### src/common/sfcr_defines.vh
`ifndef SFCR_DEFINES_VH
`define SFCR_DEFINES_VH

////////////////////////////////////////////////////////////////////////////
// opcodes of the continuous array reads
`define SFCR_OPC_LEGACY 8'hE8
`define SFCR_OPC_FAST 8'h1B

////////////////////////////////////////////////////////////////////////////
// dummy bytes clocked in after the three address bytes
`define SFCR_DUMMY_LEGACY 3'h4
`define SFCR_DUMMY_FAST 3'h2
`define SFCR_DUMMY_BUF 3'h1

////////////////////////////////////////////////////////////////////////////
// framing of the command header
`define SFCR_BITS_PER_BYTE 3'h7
`define SFCR_ADDR_BYTES 3'h3

////////////////////////////////////////////////////////////////////////////
// last byte position of a page or buffer
`define SFCR_STD_LAST_BYTE 9'h107
`define SFCR_BIN_LAST_BYTE 9'h0FF

////////////////////////////////////////////////////////////////////////////
// field positions inside the 24-bit address word
`define SFCR_STD_PAGE_MSB 20
`define SFCR_STD_PAGE_LSB 9
`define SFCR_STD_BYTE_MSB 8
`define SFCR_BIN_PAGE_MSB 19
`define SFCR_BIN_PAGE_LSB 8
`define SFCR_BIN_BYTE_MSB 7

////////////////////////////////////////////////////////////////////////////
// data source select on the memory port
`define SFCR_SRC_ARRAY 2'h0
`define SFCR_SRC_BUF1 2'h1
`define SFCR_SRC_BUF2 2'h2

////////////////////////////////////////////////////////////////////////////
// reset values of the pin synchronisers {rst_n, bin, cs_n, sck, si}
`define SFCR_SYNC_RST 5'h14

`endif

### src/rtl/sfcr_sync.v
`timescale 1ns/1ps
`default_nettype none

////////////////////////////////////////////////////////////////////////////
// two-flop synchroniser for a group of unrelated pin levels
module sfcr_sync #(
    parameter WIDTH = 1,
    parameter [WIDTH-1:0] RST_VAL = {WIDTH{1'b0}}
) (
    input wire clk_sys_i, // system clock
    input wire rst_i, // synchronous reset, active high
    input wire [WIDTH-1:0] async_i, // levels from outside the domain
    output reg [WIDTH-1:0] sync_o // levels safe to read
);

    reg [WIDTH-1:0] meta_r; // first stage, read only by sync_o

    // first stage may go metastable; only the second stage reads it
    always @(posedge clk_sys_i) begin
        if (rst_i) begin
            meta_r <= RST_VAL;
            sync_o <= RST_VAL;
        end else begin
            meta_r <= async_i;
            sync_o <= meta_r;
        end
    end

endmodule // sfcr_sync

`default_nettype wire

### src/rtl/sfcr_top.v
`timescale 1ns/1ps
`default_nettype none
`include "sfcr_defines.vh"

// Notes on behaviour
// - falling chip select, then opcode, then address
// - all serial fields travel msb first
// - three address bytes, real bits plus padding
// - padding depends on command and page size
// - standard page buffer index is nine bits
// - standard array: twelve page, nine byte bits
// - binary page: eight buffer, twenty array bits
// - opcode picks array or either buffer
// - works with spi mode 0 and 3
// - legacy read: E8h, address, four dummies
// - address counter advances on its own
// - page end rolls to next page seamlessly
// - array end wraps to first page
// - select rising ends read, output floats
// - array read bypasses buffers, leaves them intact
// - fast read: 1Bh, address, two dummies
// - sample input on rising clock, selected only
// - change output on falling clock edge
// - output floats while deselected
// - reset pin low aborts and holds idle
module sfcr_top #(
    parameter [7:0] BUF1_READ_OPC = 8'hD4, // buffer 1 read opcode
    parameter [7:0] BUF2_READ_OPC = 8'hD6, // buffer 2 read opcode
    parameter [2:0] BUF_DUMMY = `SFCR_DUMMY_BUF // buffer read dummies
) (
    input wire clk_sys_i, // system clock, 100 MHz
    input wire rst_i, // synchronous reset, active high
    input wire spi_sck_i, // serial clock pin
    input wire spi_cs_n_i, // chip select pin, active low
    input wire spi_si_i, // serial data in pin
    input wire flash_rst_n_i, // device reset pin, active low
    input wire page_bin_i, // page size strap, 1 = binary
    input wire [7:0] mem_data_i, // byte from the memory port
    output reg spi_so_o, // serial data out
    output reg spi_so_oe_o, // serial out enable, high drives
    output reg mem_rd_o, // one-cycle fetch strobe
    output reg [1:0] mem_src_o, // array or buffer select
    output reg [11:0] mem_page_o, // page of the fetch
    output reg [8:0] mem_byte_o, // byte of the fetch
    output reg busy_o, // command in progress
    output reg page_bin_o // stored page size
);

    ////////////////////////////////////////////////////////////////////////
    // states of the command sequencer
    localparam [2:0] ST_IDLE = 3'h0; // wait for select falling
    localparam [2:0] ST_OPC = 3'h1; // shifting the opcode
    localparam [2:0] ST_ADDR = 3'h2; // shifting address bytes
    localparam [2:0] ST_DUMMY = 3'h3; // counting dummy bytes
    localparam [2:0] ST_DATA = 3'h4; // streaming bytes out
    localparam [2:0] ST_SKIP = 3'h5; // unknown opcode, wait deselect

    ////////////////////////////////////////////////////////////////////////
    // pin synchronisers and edge detection
    wire [4:0] pins_s; // synchronised pin levels
    wire si_s; // serial input level
    wire sck_s; // serial clock level
    wire cs_n_s; // chip select level, active low
    wire bin_s; // page size strap level
    wire pin_rst_n_s; // reset pin level, active low
    reg sck_d_r; // serial clock one cycle ago
    reg cs_n_d_r; // chip select one cycle ago
    wire sck_rise; // serial clock rising edge
    wire sck_fall; // serial clock falling edge
    wire cs_fall; // chip select falling edge
    wire dev_rst; // combined device reset

    sfcr_sync #(
        .WIDTH(5),
        .RST_VAL(`SFCR_SYNC_RST)
    ) u_pin_sync (
        .clk_sys_i(clk_sys_i),
        .rst_i(rst_i),
        .async_i({flash_rst_n_i, page_bin_i, spi_cs_n_i, spi_sck_i,
                  spi_si_i}),
        .sync_o(pins_s)
    );

    assign si_s = pins_s[0];
    assign sck_s = pins_s[1];
    assign cs_n_s = pins_s[2];
    assign bin_s = pins_s[3];
    assign pin_rst_n_s = pins_s[4];

    // both polarities work since the edges, not the idle level, count
    assign sck_rise = sck_s & ~sck_d_r;
    assign sck_fall = ~sck_s & sck_d_r;
    assign cs_fall = ~cs_n_s & cs_n_d_r;
    assign dev_rst = rst_i | ~pin_rst_n_s;

    // previous levels for the edge detectors
    always @(posedge clk_sys_i) begin
        if (rst_i) begin
            sck_d_r <= 1'b0;
            cs_n_d_r <= 1'b1;
        end else begin
            sck_d_r <= sck_s;
            cs_n_d_r <= cs_n_s;
        end
    end

    ////////////////////////////////////////////////////////////////////////
    // stored page size, taken from the strap while reset is held
    // a strap change during operation is ignored to keep addressing stable
    always @(posedge clk_sys_i) begin
        if (dev_rst) begin
            page_bin_o <= bin_s;
        end
    end

    ////////////////////////////////////////////////////////////////////////
    // sequencer registers
    reg [2:0] state_r; // sequencer state
    reg [2:0] bit_cnt_r; // bit within current header byte
    reg [2:0] byte_cnt_r; // byte within current header field
    reg [2:0] dum_bytes_r; // dummy bytes expected
    reg [7:0] opc_sh_r; // opcode shift register
    reg [23:0] addr_sh_r; // address shift register
    reg [2:0] out_cnt_r; // bit within output byte, 0 reloads
    reg [7:0] out_sh_r; // output shift register
    reg [7:0] next_byte_r; // prefetched byte
    reg rd_pend_r; // fetch answer due this cycle
    reg [1:0] src_r; // source chosen by the opcode

    wire [7:0] opc_full; // opcode including the current bit
    wire [23:0] addr_full; // address including the current bit
    wire [8:0] last_byte; // last byte of a page or buffer

    assign opc_full = {opc_sh_r[6:0], si_s};
    assign addr_full = {addr_sh_r[22:0], si_s};
    assign last_byte = page_bin_o ? `SFCR_BIN_LAST_BYTE
                                  : `SFCR_STD_LAST_BYTE;

    ////////////////////////////////////////////////////////////////////////
    // next fetch address; buffers wrap in place, array crosses pages
    reg [11:0] page_nxt; // page after the current byte
    reg [8:0] byte_nxt; // byte after the current byte

    always @* begin
        page_nxt = mem_page_o;
        byte_nxt = mem_byte_o + 9'h001;
        if (mem_byte_o >= last_byte) begin
            byte_nxt = 9'h000;
            if (src_r == `SFCR_SRC_ARRAY) begin
                // 12-bit page rolls over from the last page to page 0
                page_nxt = mem_page_o + 12'h001;
            end
        end
    end

    ////////////////////////////////////////////////////////////////////////
    // start address split by page size and by source
    reg [11:0] page_start; // decoded start page
    reg [8:0] byte_start; // decoded start byte

    always @* begin
        page_start = 12'h000;
        byte_start = 9'h000;
        if (src_r == `SFCR_SRC_ARRAY) begin
            if (page_bin_o) begin
                // twelve page bits over eight byte bits
                page_start = addr_full[`SFCR_BIN_PAGE_MSB:
                                       `SFCR_BIN_PAGE_LSB];
                byte_start = {1'b0,
                    addr_full[`SFCR_BIN_BYTE_MSB:0]};
            end else begin
                // twelve page bits over nine byte bits
                page_start = addr_full[`SFCR_STD_PAGE_MSB:
                                       `SFCR_STD_PAGE_LSB];
                byte_start = addr_full[`SFCR_STD_BYTE_MSB:0];
            end
        end else begin
            // buffer index only, upper bits are padding
            if (page_bin_o) begin
                byte_start = {1'b0,
                    addr_full[`SFCR_BIN_BYTE_MSB:0]};
            end else begin
                byte_start = addr_full[`SFCR_STD_BYTE_MSB:0];
            end
        end
    end

    ////////////////////////////////////////////////////////////////////////
    // fetch answer capture; memory answers in the cycle after the strobe
    always @(posedge clk_sys_i) begin
        if (dev_rst) begin
            rd_pend_r <= 1'b0;
            next_byte_r <= 8'h00;
        end else begin
            rd_pend_r <= mem_rd_o;
            if (rd_pend_r) begin
                next_byte_r <= mem_data_i;
            end
        end
    end

    ////////////////////////////////////////////////////////////////////////
    // command sequencer
    always @(posedge clk_sys_i) begin
        if (dev_rst) begin
            // abort whatever runs and stay idle while held
            state_r <= ST_IDLE;
            bit_cnt_r <= 3'h0;
            byte_cnt_r <= 3'h0;
            dum_bytes_r <= 3'h0;
            opc_sh_r <= 8'h00;
            addr_sh_r <= 24'h000000;
            out_cnt_r <= 3'h0;
            out_sh_r <= 8'h00;
            src_r <= `SFCR_SRC_ARRAY;
            spi_so_o <= 1'b0;
            spi_so_oe_o <= 1'b0;
            mem_rd_o <= 1'b0;
            mem_src_o <= `SFCR_SRC_ARRAY;
            mem_page_o <= 12'h000;
            mem_byte_o <= 9'h000;
            busy_o <= 1'b0;
        end else begin
            mem_rd_o <= 1'b0;
            if (cs_n_s) begin
                // deselected: end at once and float the output
                state_r <= ST_IDLE;
                spi_so_oe_o <= 1'b0;
                busy_o <= 1'b0;
            end else begin
                case (state_r)
                    ST_IDLE: begin
                        // only a fresh select edge opens a command
                        if (cs_fall) begin
                            state_r <= ST_OPC;
                            bit_cnt_r <= 3'h0;
                            byte_cnt_r <= 3'h0;
                            busy_o <= 1'b1;
                        end
                    end
                    ST_OPC: begin
                        if (sck_rise) begin
                            opc_sh_r <= opc_full;
                            bit_cnt_r <= bit_cnt_r + 3'h1;
                            if (bit_cnt_r == `SFCR_BITS_PER_BYTE) begin
                                state_r <= ST_ADDR;
                                byte_cnt_r <= 3'h0;
                                if (opc_full == `SFCR_OPC_LEGACY) begin
                                    src_r <= `SFCR_SRC_ARRAY;
                                    dum_bytes_r <= `SFCR_DUMMY_LEGACY;
                                end else if (opc_full == `SFCR_OPC_FAST)
                                begin
                                    // same count in both page sizes
                                    src_r <= `SFCR_SRC_ARRAY;
                                    dum_bytes_r <= `SFCR_DUMMY_FAST;
                                end else if (opc_full == BUF1_READ_OPC)
                                begin
                                    src_r <= `SFCR_SRC_BUF1;
                                    dum_bytes_r <= BUF_DUMMY;
                                end else if (opc_full == BUF2_READ_OPC)
                                begin
                                    src_r <= `SFCR_SRC_BUF2;
                                    dum_bytes_r <= BUF_DUMMY;
                                end else begin
                                    // unsupported command: stay silent
                                    state_r <= ST_SKIP;
                                end
                            end
                        end
                    end
                    ST_ADDR: begin
                        if (sck_rise) begin
                            addr_sh_r <= addr_full;
                            bit_cnt_r <= bit_cnt_r + 3'h1;
                            if (bit_cnt_r == `SFCR_BITS_PER_BYTE) begin
                                byte_cnt_r <= byte_cnt_r + 3'h1;
                                if (byte_cnt_r ==
                                    `SFCR_ADDR_BYTES - 3'h1) begin
                                    // prefetch the first byte early
                                    state_r <= ST_DUMMY;
                                    byte_cnt_r <= 3'h0;
                                    mem_src_o <= src_r;
                                    mem_page_o <= page_start;
                                    mem_byte_o <= byte_start;
                                    mem_rd_o <= 1'b1;
                                end
                            end
                        end
                    end
                    ST_DUMMY: begin
                        // dummy values are don't care, only counted
                        if (sck_rise) begin
                            bit_cnt_r <= bit_cnt_r + 3'h1;
                            if (bit_cnt_r == `SFCR_BITS_PER_BYTE) begin
                                byte_cnt_r <= byte_cnt_r + 3'h1;
                                if (byte_cnt_r == dum_bytes_r - 3'h1)
                                begin
                                    state_r <= ST_DATA;
                                    out_cnt_r <= 3'h0;
                                end
                            end
                        end
                    end
                    ST_DATA: begin
                        // input is ignored; stream runs until deselect
                        if (sck_fall) begin
                            spi_so_oe_o <= 1'b1;
                            out_cnt_r <= out_cnt_r + 3'h1;
                            if (out_cnt_r == 3'h0) begin
                                // reload and fetch ahead, no gap
                                spi_so_o <= next_byte_r[7];
                                out_sh_r <= {next_byte_r[6:0], 1'b0};
                                mem_page_o <= page_nxt;
                                mem_byte_o <= byte_nxt;
                                mem_rd_o <= 1'b1;
                            end else begin
                                spi_so_o <= out_sh_r[7];
                                out_sh_r <= {out_sh_r[6:0], 1'b0};
                            end
                        end
                    end
                    ST_SKIP: begin
                        // wait here until chip select returns high
                        spi_so_oe_o <= 1'b0;
                    end
                    default: begin
                        state_r <= ST_IDLE;
                    end
                endcase
            end
        end
    end

endmodule // sfcr_top

`default_nettype wire

### config.mk
export PLATFORM = sky130hd
export DESIGN_NAME = sfcr_top
export DESIGN_NICKNAME = d
export VERILOG_FILES = /design/src/rtl/sfcr_sync.v /design/src/rtl/sfcr_top.v
export VERILOG_INCLUDE_DIRS = /design/src /design/src/common
export SDC_FILE = /design/constraint.sdc
export NUM_CORES = 1
export LEC_CHECK = 0
export BUFFER_PORTS_ARGS = -buffer_cell sky130_fd_sc_hd__clkbuf_2
export CELL_PAD_IN_SITES_DETAIL_PLACEMENT = 0
export CELL_PAD_IN_SITES_GLOBAL_PLACEMENT = 1
export CORE_AREA = 2 2 147 77
export CTS_BUF_LIST = sky130_fd_sc_hd__clkbuf_8
export CTS_CLUSTER_DIAMETER = 150
export DETAILED_ROUTE_END_ITERATION = 10
export DIE_AREA = 0 0 149 79
export PLACE_DENSITY_LB_ADDON = 0.1
export SLEW_MARGIN = 15
export SYNTH_ARGS = -nofsm -noshare
export SYNTH_HDL_FRONTEND = slang
export SYNTH_HIERARCHICAL = 1
export SYNTH_SLANG_ARGS = --single-unit
### constraint.sdc
create_clock -name clk_sys_i -period 3.1 [get_ports clk_sys_i]
set_input_delay 0.465 -clock clk_sys_i [delete_from_list [all_inputs] [get_ports clk_sys_i]]
set_output_delay 0.465 -clock clk_sys_i [all_outputs]
set_load 0.05 [all_outputs]
==> flow_summary.yaml, run 1 <==
sta:
  final-setup-viol-count: 0
  post-route-min-period_ns: 2.76
  maxSlewViolCount: 0
  rsz0062_at_grt: "false"
  relSlewSlack_pct: 55.0
  fmax_mhz: 362
  timing_hold_violations_final: 0
  setup_tns_ns: 0
  fin_skew_ns: 0.0106
  final.period_utilization_pct: 89.1
  tightest_slew_ns: 0.674
layout:
  finalNetCount: 631
  drive_above_1_share_pct: 13.7
  layout_common_cells: "dfxtp_1 (99), nand2_1 (95), a21oi_1 (67)"
  diodes: 0
  fill_cells: 1062
  layout_commonest_cell: "dfxtp_1"
  syn_to_final_growth_pct: 12.5
synthesis:
  ys_seq_area_share_pct: 42.7
  ys_warn_count: 6
  ys.flop_type: "dfxtp_1"
  netlist.area_leader.share_pct: 42.0
  syn_inst: 564
  synth_async_sr_flop_share_pct: 0
  synth.area.top_cells: "dfxtp_1 (42%), nand2_1 (7.6%), a21oi_1 (7.1%)"
  netlist_area_sq_um: 4720
  synth_compound_area_share_pct: 16.9
  synth.ff_latch_count: 100
  synth_fp_nets: 594
  yosys.area_share.adder_pct: 3.98
  yosys.area_share.simple_pct: 24.2
  synth_top_family_by_area: "simple AND/OR/NAND/NOR gates"
  yosys-mux-area-fraction_pct: 6.16
  synth-xor-area-share_pct: 2.15
  yosysTopAreaCell: "dfxtp_1"
  synth_edf_count: 1
  synth_cell_types: 64
  avgSynthCellArea_sq_um: 8.36
routing:
  drc: 0
  num_vias: 4034
  dr.pass1.iters: 5
  routed_wirelength_um: 11700
  post_drt_wl_per_cell_um: 15.6
  highest_layer: "met4"
  drt_iter0_drc: 373
  m1WireLength_um: 6190
  met3_length_um: 684
  wl_met2_um: 4670
  drtAntennaViolNets: 0
  via_per_inst: 5.37
pwr:
  peakVddDrop_v: 0.000189
  fin_total_pwr_uw: 2350
  p_leak_uw: 0.00198
  powerDensity_nw_per_um2: 442
clock_tree:
  h-tree-depth: 3
  clkSinkCount: 100
  hold_buffers: 0
  cts_made_buffers: 9
  cts_tree: "done"
  cts_resized: 0
  root_buffer: "clkbuf_8"
  cts_setup_buffers: 0
  clk_pin_slew_ns: 0.11
  insertion_delay_ns: 0.38
  clock_path_buffers: 2
critical_path:
  critPathKind: "reg -> reg"
  reg2regPathDepth: 7
  slowest_stage: "nand4_1"
  cp.depth: 7
  crit_buf_inv: 1
  path_common_cell: "nand4_1"
  crit_path_start_kind: "register"
  cp_top_family: "compound AO/OA/AOI/OAI gates"
  cp-end-kind: "register"
  crit_fanout: 14
  worstPathRequired_ns: 3.37
  worst-endpoint-arrival_ns: 3.04
  cp_cell_sequence: "buf_4, ha_1, nand4_1, o211ai_2, nand4_1, o21ai_0, a21oi_1"
  slowest_delay_ns: 0.59
floorplan:
  rows: 27
  start_util_pct: 44.5
  die_h_um: 79
  coreArea_sq_um: 10600
  die_area_sq_um: 11800
  io_pins: 43
  die_x_um: 149
min_path:
  hold_path.class: "in -> reg"
  hold_path_depth: 2
global_route:
  grt_pass1_vias: 3829
  grt_antenna_before_repair: 0
  grt_overflow: 0
  grt_pass1_wl_um: 19500
  grt.total_usage_pct: 21.1
  grt_max_degree: 34
placement:
  dp_hpwl_um: 8090
  finalWeightedCongestion: 0.802
  numPortBuffers: 42
run_status:
  status: "finished clean"
run:
  maxCapViolations: 0
==> Yosys cell counts (all sizes together), types with 9 or more instances <==
cell type,count
ha,15
dfxtp,99
nor3,9
mux2i,29
inv,12
o21ai,26
nor2,44
a211oi,10
clkbuf,20
a21oi,68
buf,11
nand2,96
nand3,15
nor2b,15
==> flip-flops by register name, summed over array words and instances (netlist names), 5 cells and up <==
name / flops
addr_sh_r: 20
mem_byte_o: 9
mem_page_o: 12
next_byte_r: 8
opc_sh_r: 7
out_sh_r: 7
u_pin_sync/meta_r: 5
u_pin_sync/sync_o: 5
==> layer usage <==
metal	global-route usage, %	up-vias
met3	5.86	15
met2	29.9	110
met1	31.2	1864
li1	-	2045
met5	0	-
met4	5.43	0
==> power by group <==
group | internal [uW] | switching [uW]
combinational | 28.2 | 55.3
sequential | 1290 | 5.34
clock | 467 | 495
total | 1790 | 556
==> worst reg2reg max path: stages (launching register included) <==
cell	delay, ns
edfxtp_1	0.39
buf_4	0.23
ha_1	0.36
nand4_1	0.12
o211ai_2	0.53
nand4_1	0.59
o21ai_0	0.35
a21oi_1	0.09
==> worst paths after layout <==
path              slack [ns]                            start                         endpoint
hold reg to reg         0.42  u_pin_sync/meta_r[2]$_SDFF_PP1_  u_pin_sync/sync_o[2]$_SDFF_PP1_
hold / removal          0.26                       spi_cs_n_i  u_pin_sync/meta_r[2]$_SDFF_PP1_
setup / recovery        0.34             page_bin_o$_DFFE_PP_       mem_page_o[2]$_SDFFE_PP0P_
setup reg to reg        0.34             page_bin_o$_DFFE_PP_       mem_page_o[2]$_SDFFE_PP0P_
==> metrics by stage <==
| step | std cells | util, % | setup slack, ns | hold WS, ns | area (sq um) |
|---|---|---|---|---|---|
| floorplan | 564 | - | 0.0430 | 0.383 | 4720 |
| global placement | 735 | 47.9 | 0.474 | 0.385 | 5080 |
| detailed placement | 735 | 47.9 | 0.359 | 0.397 | 5080 |
| CTS | 751 | 50.0 | 0.349 | 0.241 | 5310 |
| global route | 751 | 50.0 | 0.0924 | 0.245 | 5310 |
| finish | 751 | 50.0 | 0.339 | 0.257 | 5310 |
==> logic make-up after synthesis <==
family                     Yosys count
and+or+nand+nor                    233
AOI/OAI and AO/OA                  134
DFF                                100
buffers and inverters               43
muxes                               29
adders and majority gates           15
xor gates and xnor gates            10
==> area by class of cell <==
| type | instances | area, sq um | share of cell area [%] |
|---|---|---|---|
| clock buffer | 9 | 124 | 2.33 |
| clock inverter | 7 | 105 | 1.98 |
| inverter | 12 | 45.0 | 0.849 |
| multi-input combinational | 421 | 2520 | 47.4 |
| sequential | 100 | 2010 | 37.9 |
| tap | 145 | 181 | 3.42 |
| timing repair buffer | 57 | 323 | 6.08 |
Note: power is estimated with default switching activity, not from simulation.
==> run 2: changes to the inputs <==
--- a/config.mk
+++ b/config.mk
@@ -15,6 +15,7 @@
 export DETAILED_ROUTE_END_ITERATION = 10
 export DIE_AREA = 0 0 149 79
 export PLACE_DENSITY_LB_ADDON = 0.1
+export RECOVER_POWER = 25
 export SLEW_MARGIN = 15
 export SYNTH_ARGS = -nofsm -noshare
 export SYNTH_HDL_FRONTEND = slang
==> flow_summary.yaml, run 2 (same netlist as run 1, synthesis figures left out) <==
pwr:
  combPwrFrac_pct: 3.5
  p_int_uw: 1790
  clockPowerShare_pct: 41.1
  powerDensity_nw_per_um2: 443
  p_leak_uw: 0.00194
  switching_share_pct: 23.7
  p_sw_uw: 556
  peakVddDrop_v: 0.000190
  sequentialPowerShare_pct: 55.5
critical_path:
  rr_startpoint: "page_bin_o$_DFFE_PP_"
  rrSetupSlack_ns: 0.30
  crit_fanout: 14
  worstReg2RegEnd: "mem_page_o[2]$_SDFFE_PP0P_"
  cp-end-kind: "register"
  cp.depth: 7
  cp-startpoint: "page_bin_o$_DFFE_PP_"
  crit_buf_inv: 1
  path_common_cell: "nand4_1"
  worstPathRequired_ns: 3.34
  slowest_delay_ns: 0.59
  reg2regPathDepth: 7
  critPathKind: "reg -> reg"
  slowest_stage: "nand4_1"
  cp_top_family: "compound AO/OA/AOI/OAI gates"
  crit_path_start_kind: "register"
  worst-endpoint-arrival_ns: 3.04
  worstSetupEndpoint: "mem_page_o[2]$_SDFFE_PP0P_"
  cp_cell_sequence: "buf_4, ha_1, nand4_1, o211ai_2, nand4_1, o21ai_0, a21oi_1"
run:
  maxCapViolations: 0
layout:
  layout_commonest_cell: "dfxtp_1"
  drive_above_1_share_pct: 11.7
  top_register: "addr_sh_r"
  layout_common_cells: "dfxtp_1 (99), nand2_1 (95), a21oi_1 (67)"
  syn_to_final_growth_pct: 12.1
  final_cells: 751
  diodes: 0
  largest_reg_flops: 20
  top_regs: "addr_sh_r x20, mem_page_o x12, mem_byte_o x9"
  finalNetCount: 631
routing:
  drc: 0
  drt_iter0_drc: 339
  routed_wirelength_um: 11700
  drtAntennaViolNets: 0
  post_drt_wl_per_cell_um: 15.5
  dr.pass1.iters: 4
  via_per_inst: 5.36
  num_vias: 4024
placement:
  numPortBuffers: 42
  placed_cells: 735
  dp_hpwl_um: 8090
  finalWeightedCongestion: 0.802
clock_tree:
  cts_made_buffers: 9
  cts_tree: "done"
  insertion_delay_ns: 0.38
  root_buffer: "clkbuf_8"
  clock_path_buffers: 2
  cts_setup_buffers: 0
  cts_resized: 0
  clkSinkCount: 100
  clk_pin_slew_ns: 0.11
  h-tree-depth: 3
  hold_buffers: 0
sta:
  timing_hold_violations_final: 0
  tightest_slew_ns: 1.20
  relSlewSlack_pct: 19.9
  setup_tns_ns: 0
  rsz0062_at_grt: "false"
  fmax_mhz: 357
  fin_skew_ns: 0.0113
  final-setup-viol-count: 0
  post-route-min-period_ns: 2.80
  final.period_utilization_pct: 90.3
  maxSlewViolCount: 0
floorplan:
  coreArea_sq_um: 10600
  die_area_sq_um: 11800
  die_x_um: 149
  rows: 27
  die_h_um: 79
  start_util_pct: 44.5
  io_pins: 43
global_route:
  grt.total_usage_pct: 21.1
  grt_pass1_vias: 3829
  grt_overflow: 0
  grt_antenna_before_repair: 0
  grt_max_degree: 34
  grt_pass1_wl_um: 19500
min_path:
  hold_path.class: "in -> reg"
run_status:
  status: "finished clean"
run 2: cell types whose count changed in the layout (fill, tap and decap cells not counted), sizes merged:
| cell | delta |
|---|---|
| clkbuf | +3 |
| buf | -3 |
run 2: layout make-up:
type / count / area [sq um]
fill: 1070 / 5320
multi-input combinational: 421 / 2520
sequential: 100 / 2010
timing repair buffer: 57 / 302
tap: 145 / 181
clock buffer: 9 / 124
clock inverter: 7 / 105
inverter: 12 / 45.0
run 2: through the flow:
step	setup WS, ns	cell area [sq um]	power (uW)	utilization (%)	hold WS (ns)
2_1_floorplan	0.0430	4720	1380	-	0.383
3_3_place_gp	0.474	5080	1410	47.9	0.385
3_5_place_dp	0.359	5080	1410	47.9	0.397
4_1_cts	0.349	5310	2380	50.0	0.241
5_1_grt	0.0773	5290	2440	49.8	0.245
6_report	0.301	5290	2340	49.8	0.259
run 2: layer usage:
| layer | vias up | global-route usage (%) | part of all wire, % |
|---|---|---|---|
| met4 | 0 | 5.43 | 1.3 |
| met2 | 86 | 29.9 | 39 |
| met3 | 14 | 5.86 | 5.0 |
| met5 | - | 0 | 0 |
| li1 | 2047 | - | - |
| met1 | 1877 | 31.2 | 54 |
run 2: worst min path at each step:
stage / startpoint / endpoint / slack (ns) / depth (start not counted)
2_1_floorplan: u_pin_sync/meta_r[2]$_SDFF_PP1_ / u_pin_sync/sync_o[2]$_SDFF_PP1_ / 0.38 / 1
3_3_place_gp: u_pin_sync/meta_r[2]$_SDFF_PP1_ / u_pin_sync/sync_o[2]$_SDFF_PP1_ / 0.38 / 1
3_5_place_dp: u_pin_sync/meta_r[2]$_SDFF_PP1_ / u_pin_sync/sync_o[2]$_SDFF_PP1_ / 0.40 / 1
4_1_cts: spi_cs_n_i / u_pin_sync/meta_r[2]$_SDFF_PP1_ / 0.24 / 2
5_1_grt: spi_cs_n_i / u_pin_sync/meta_r[2]$_SDFF_PP1_ / 0.25 / 2
6_report: spi_cs_n_i / u_pin_sync/meta_r[2]$_SDFF_PP1_ / 0.26 / 2
run 2: power by group through the flow:
stage                     Combinational (uW)  Sequential (uW)  Clock [uW]
after global routing                    89.6             1300        1050
after detailed placement                83.9             1330           0
after floorplan                         48.7             1330           0
after global placement                  81.6             1330           0
after CTS                               83.9             1300         996
final                                   81.1             1300         963
==> run 3: changes to the inputs <==
--- a/config.mk
+++ b/config.mk
@@ -16,6 +16,7 @@
 export DIE_AREA = 0 0 149 79
 export PLACE_DENSITY_LB_ADDON = 0.1
 export RECOVER_POWER = 25
+export REMOVE_ABC_BUFFERS = 1
 export SLEW_MARGIN = 15
 export SYNTH_ARGS = -nofsm -noshare
 export SYNTH_HDL_FRONTEND = slang
==> flow_summary.yaml, run 3 (same netlist as run 1, synthesis figures left out) <==
sta:
  maxSlewViolCount: 0
  fmax_mhz: 371
  final.period_utilization_pct: 87.1
  relSlewSlack_pct: 35.7
  timing_hold_violations_final: 0
  fin_skew_ns: 0.0113
  final-setup-viol-count: 0
  setup_tns_ns: 0
  whs_ns: 0.265
  post-route-min-period_ns: 2.70
  tightest_slew_ns: 0.963
  rsz0062_at_grt: "false"
routing:
  drc: 0
  num_vias: 4021
  drtAntennaViolNets: 0
  dr.pass1.iters: 4
  via_per_inst: 5.40
  drt_iter0_drc: 213
  post_drt_wl_per_cell_um: 15.2
  routed_wirelength_um: 11300
clock_tree:
  h-tree-depth: 3
  cts_tree: "done"
  hold_buffers: 0
  clkSinkCount: 100
  cts_made_buffers: 9
  clock_path_buffers: 2
  root_buffer: "clkbuf_8"
  cts_resized: 0
  clk_pin_slew_ns: 0.09
  insertion_delay_ns: 0.37
  cts_setup_buffers: 0
layout:
  syn_to_final_growth_pct: 10.9
  largest_reg_flops: 20
  drive_above_1_share_pct: 10.8
  layout_commonest_cell: "dfxtp_1"
  final_cell_area_sq_um: 5230
  diodes: 0
  layout_common_cells: "dfxtp_1 (99), nand2_1 (95), a21oi_1 (67)"
  top_regs: "addr_sh_r x20, mem_page_o x12, mem_byte_o x9"
  finalNetCount: 626
  top_register: "addr_sh_r"
critical_path:
  reg2regPathDepth: 7
  crit_fanout: 11
  crit_path_start_kind: "register"
  worstReg2RegEnd: "mem_page_o[11]$_SDFFE_PP0P_"
  rrSetupSlack_ns: 0.40
  worst-endpoint-arrival_ns: 2.91
  rr_startpoint: "bit_cnt_r[0]$_SDFFE_PP0P_"
  critPathKind: "reg -> reg"
  worstPathRequired_ns: 3.32
  cp-end-kind: "register"
pwr:
  powerDensity_nw_per_um2: 422
  peakVddDrop_v: 0.000198
  p_leak_uw: 0.00190
global_route:
  grt_pass1_vias: 3791
  gr-max-usage-layer: "met1"
  grtUsageMet1_pct: 31.2
  grt_max_degree: 43
  met3_usage_pct: 5.06
  grt_overflow: 0
  grt_antenna_before_repair: 0
  grt_pass1_wl_um: 19000
  use_met2_pct: 28.4
  grt.total_usage_pct: 20.5
min_path:
  hold_path_depth: 2
  hp-start: "spi_cs_n_i"
  hold_path.class: "in -> reg"
  holdPathEnd: "u_pin_sync/meta_r[2]$_SDFF_PP1_"
floorplan:
  rows: 27
  die_h_um: 79
  io_pins: 43
  coreArea_sq_um: 10600
  die_x_um: 149
  die_area_sq_um: 11800
  start_util_pct: 44.5
placement:
  finalWeightedCongestion: 0.863
  dpl-instance-area_sq_um: 5050
  dp_hpwl_um: 8090
  numPortBuffers: 42
run_status:
  status: "finished clean"
run:
  maxCapViolations: 0
run 3: layout make-up:
| cell class | instances | area (sq um) |
|---|---|---|
| clock buffer | 9 | 124 |
| clock inverter | 6 | 66.3 |
| fill | 1047 | 5380 |
| inverter | 12 | 45.0 |
| multi-input combinational | 421 | 2520 |
| sequential | 100 | 2010 |
| tap | 145 | 181 |
| timing repair buffer | 52 | 283 |
run 3: worst max-delay path by stage:
stage / slack [ns] / cells past startpoint / endpoint / start
global route: 0.17 / 7 / mem_page_o[10]$_SDFFE_PP0P_ / page_bin_o$_DFFE_PP_
CTS: 0.44 / 7 / mem_page_o[11]$_SDFFE_PP0P_ / bit_cnt_r[0]$_SDFFE_PP0P_
detailed placement: 0.45 / 7 / mem_page_o[9]$_SDFFE_PP0P_ / bit_cnt_r[0]$_SDFFE_PP0P_
global placement: 0.56 / 7 / mem_page_o[11]$_SDFFE_PP0P_ / bit_cnt_r[0]$_SDFFE_PP0P_
finish: 0.40 / 7 / mem_page_o[11]$_SDFFE_PP0P_ / bit_cnt_r[0]$_SDFFE_PP0P_
floorplan: -0.04 / 8 / mem_page_o[7]$_SDFFE_PP0P_ / page_bin_o$_DFFE_PP_
run 3: worst max-delay path, stage by stage (launching register included):
cell and delay (ns):
dfxtp_1 0.36, ha_1 0.16, ha_1 0.28, nand3b_1 0.20
a221oi_1 0.60, nand4_1 0.53, o21ai_0 0.31, a21oi_1 0.09
run 3: per-stage QoR:
stage	std cells	util [%]	setup slack (ns)	power, uW
final	745	49.3	0.401	2210
after global routing	745	49.3	0.171	2290
after CTS	745	49.4	0.445	2230
after detailed placement	730	47.6	0.455	1410
after global placement	730	47.6	0.559	1410
after floorplan	533	-	-0.0382	1380
run 3: where the power goes:
group | internal [uW] | leakage (uW) | total [uW] | switching (uW)
clock | 370 | 0.0000931 | 829 | 458
combinational | 26.5 | 0.000998 | 79.9 | 53.4
sequential | 1290 | 0.000810 | 1300 | 5.31
run 3: layer usage:
| metal | share of wire, % | up-vias |
|---|---|---|
| li1 | - | 2038 |
| met1 | 55 | 1874 |
| met2 | 38 | 98 |
| met3 | 5.8 | 11 |
| met4 | 0.95 | 0 |
| met5 | 0 | - |
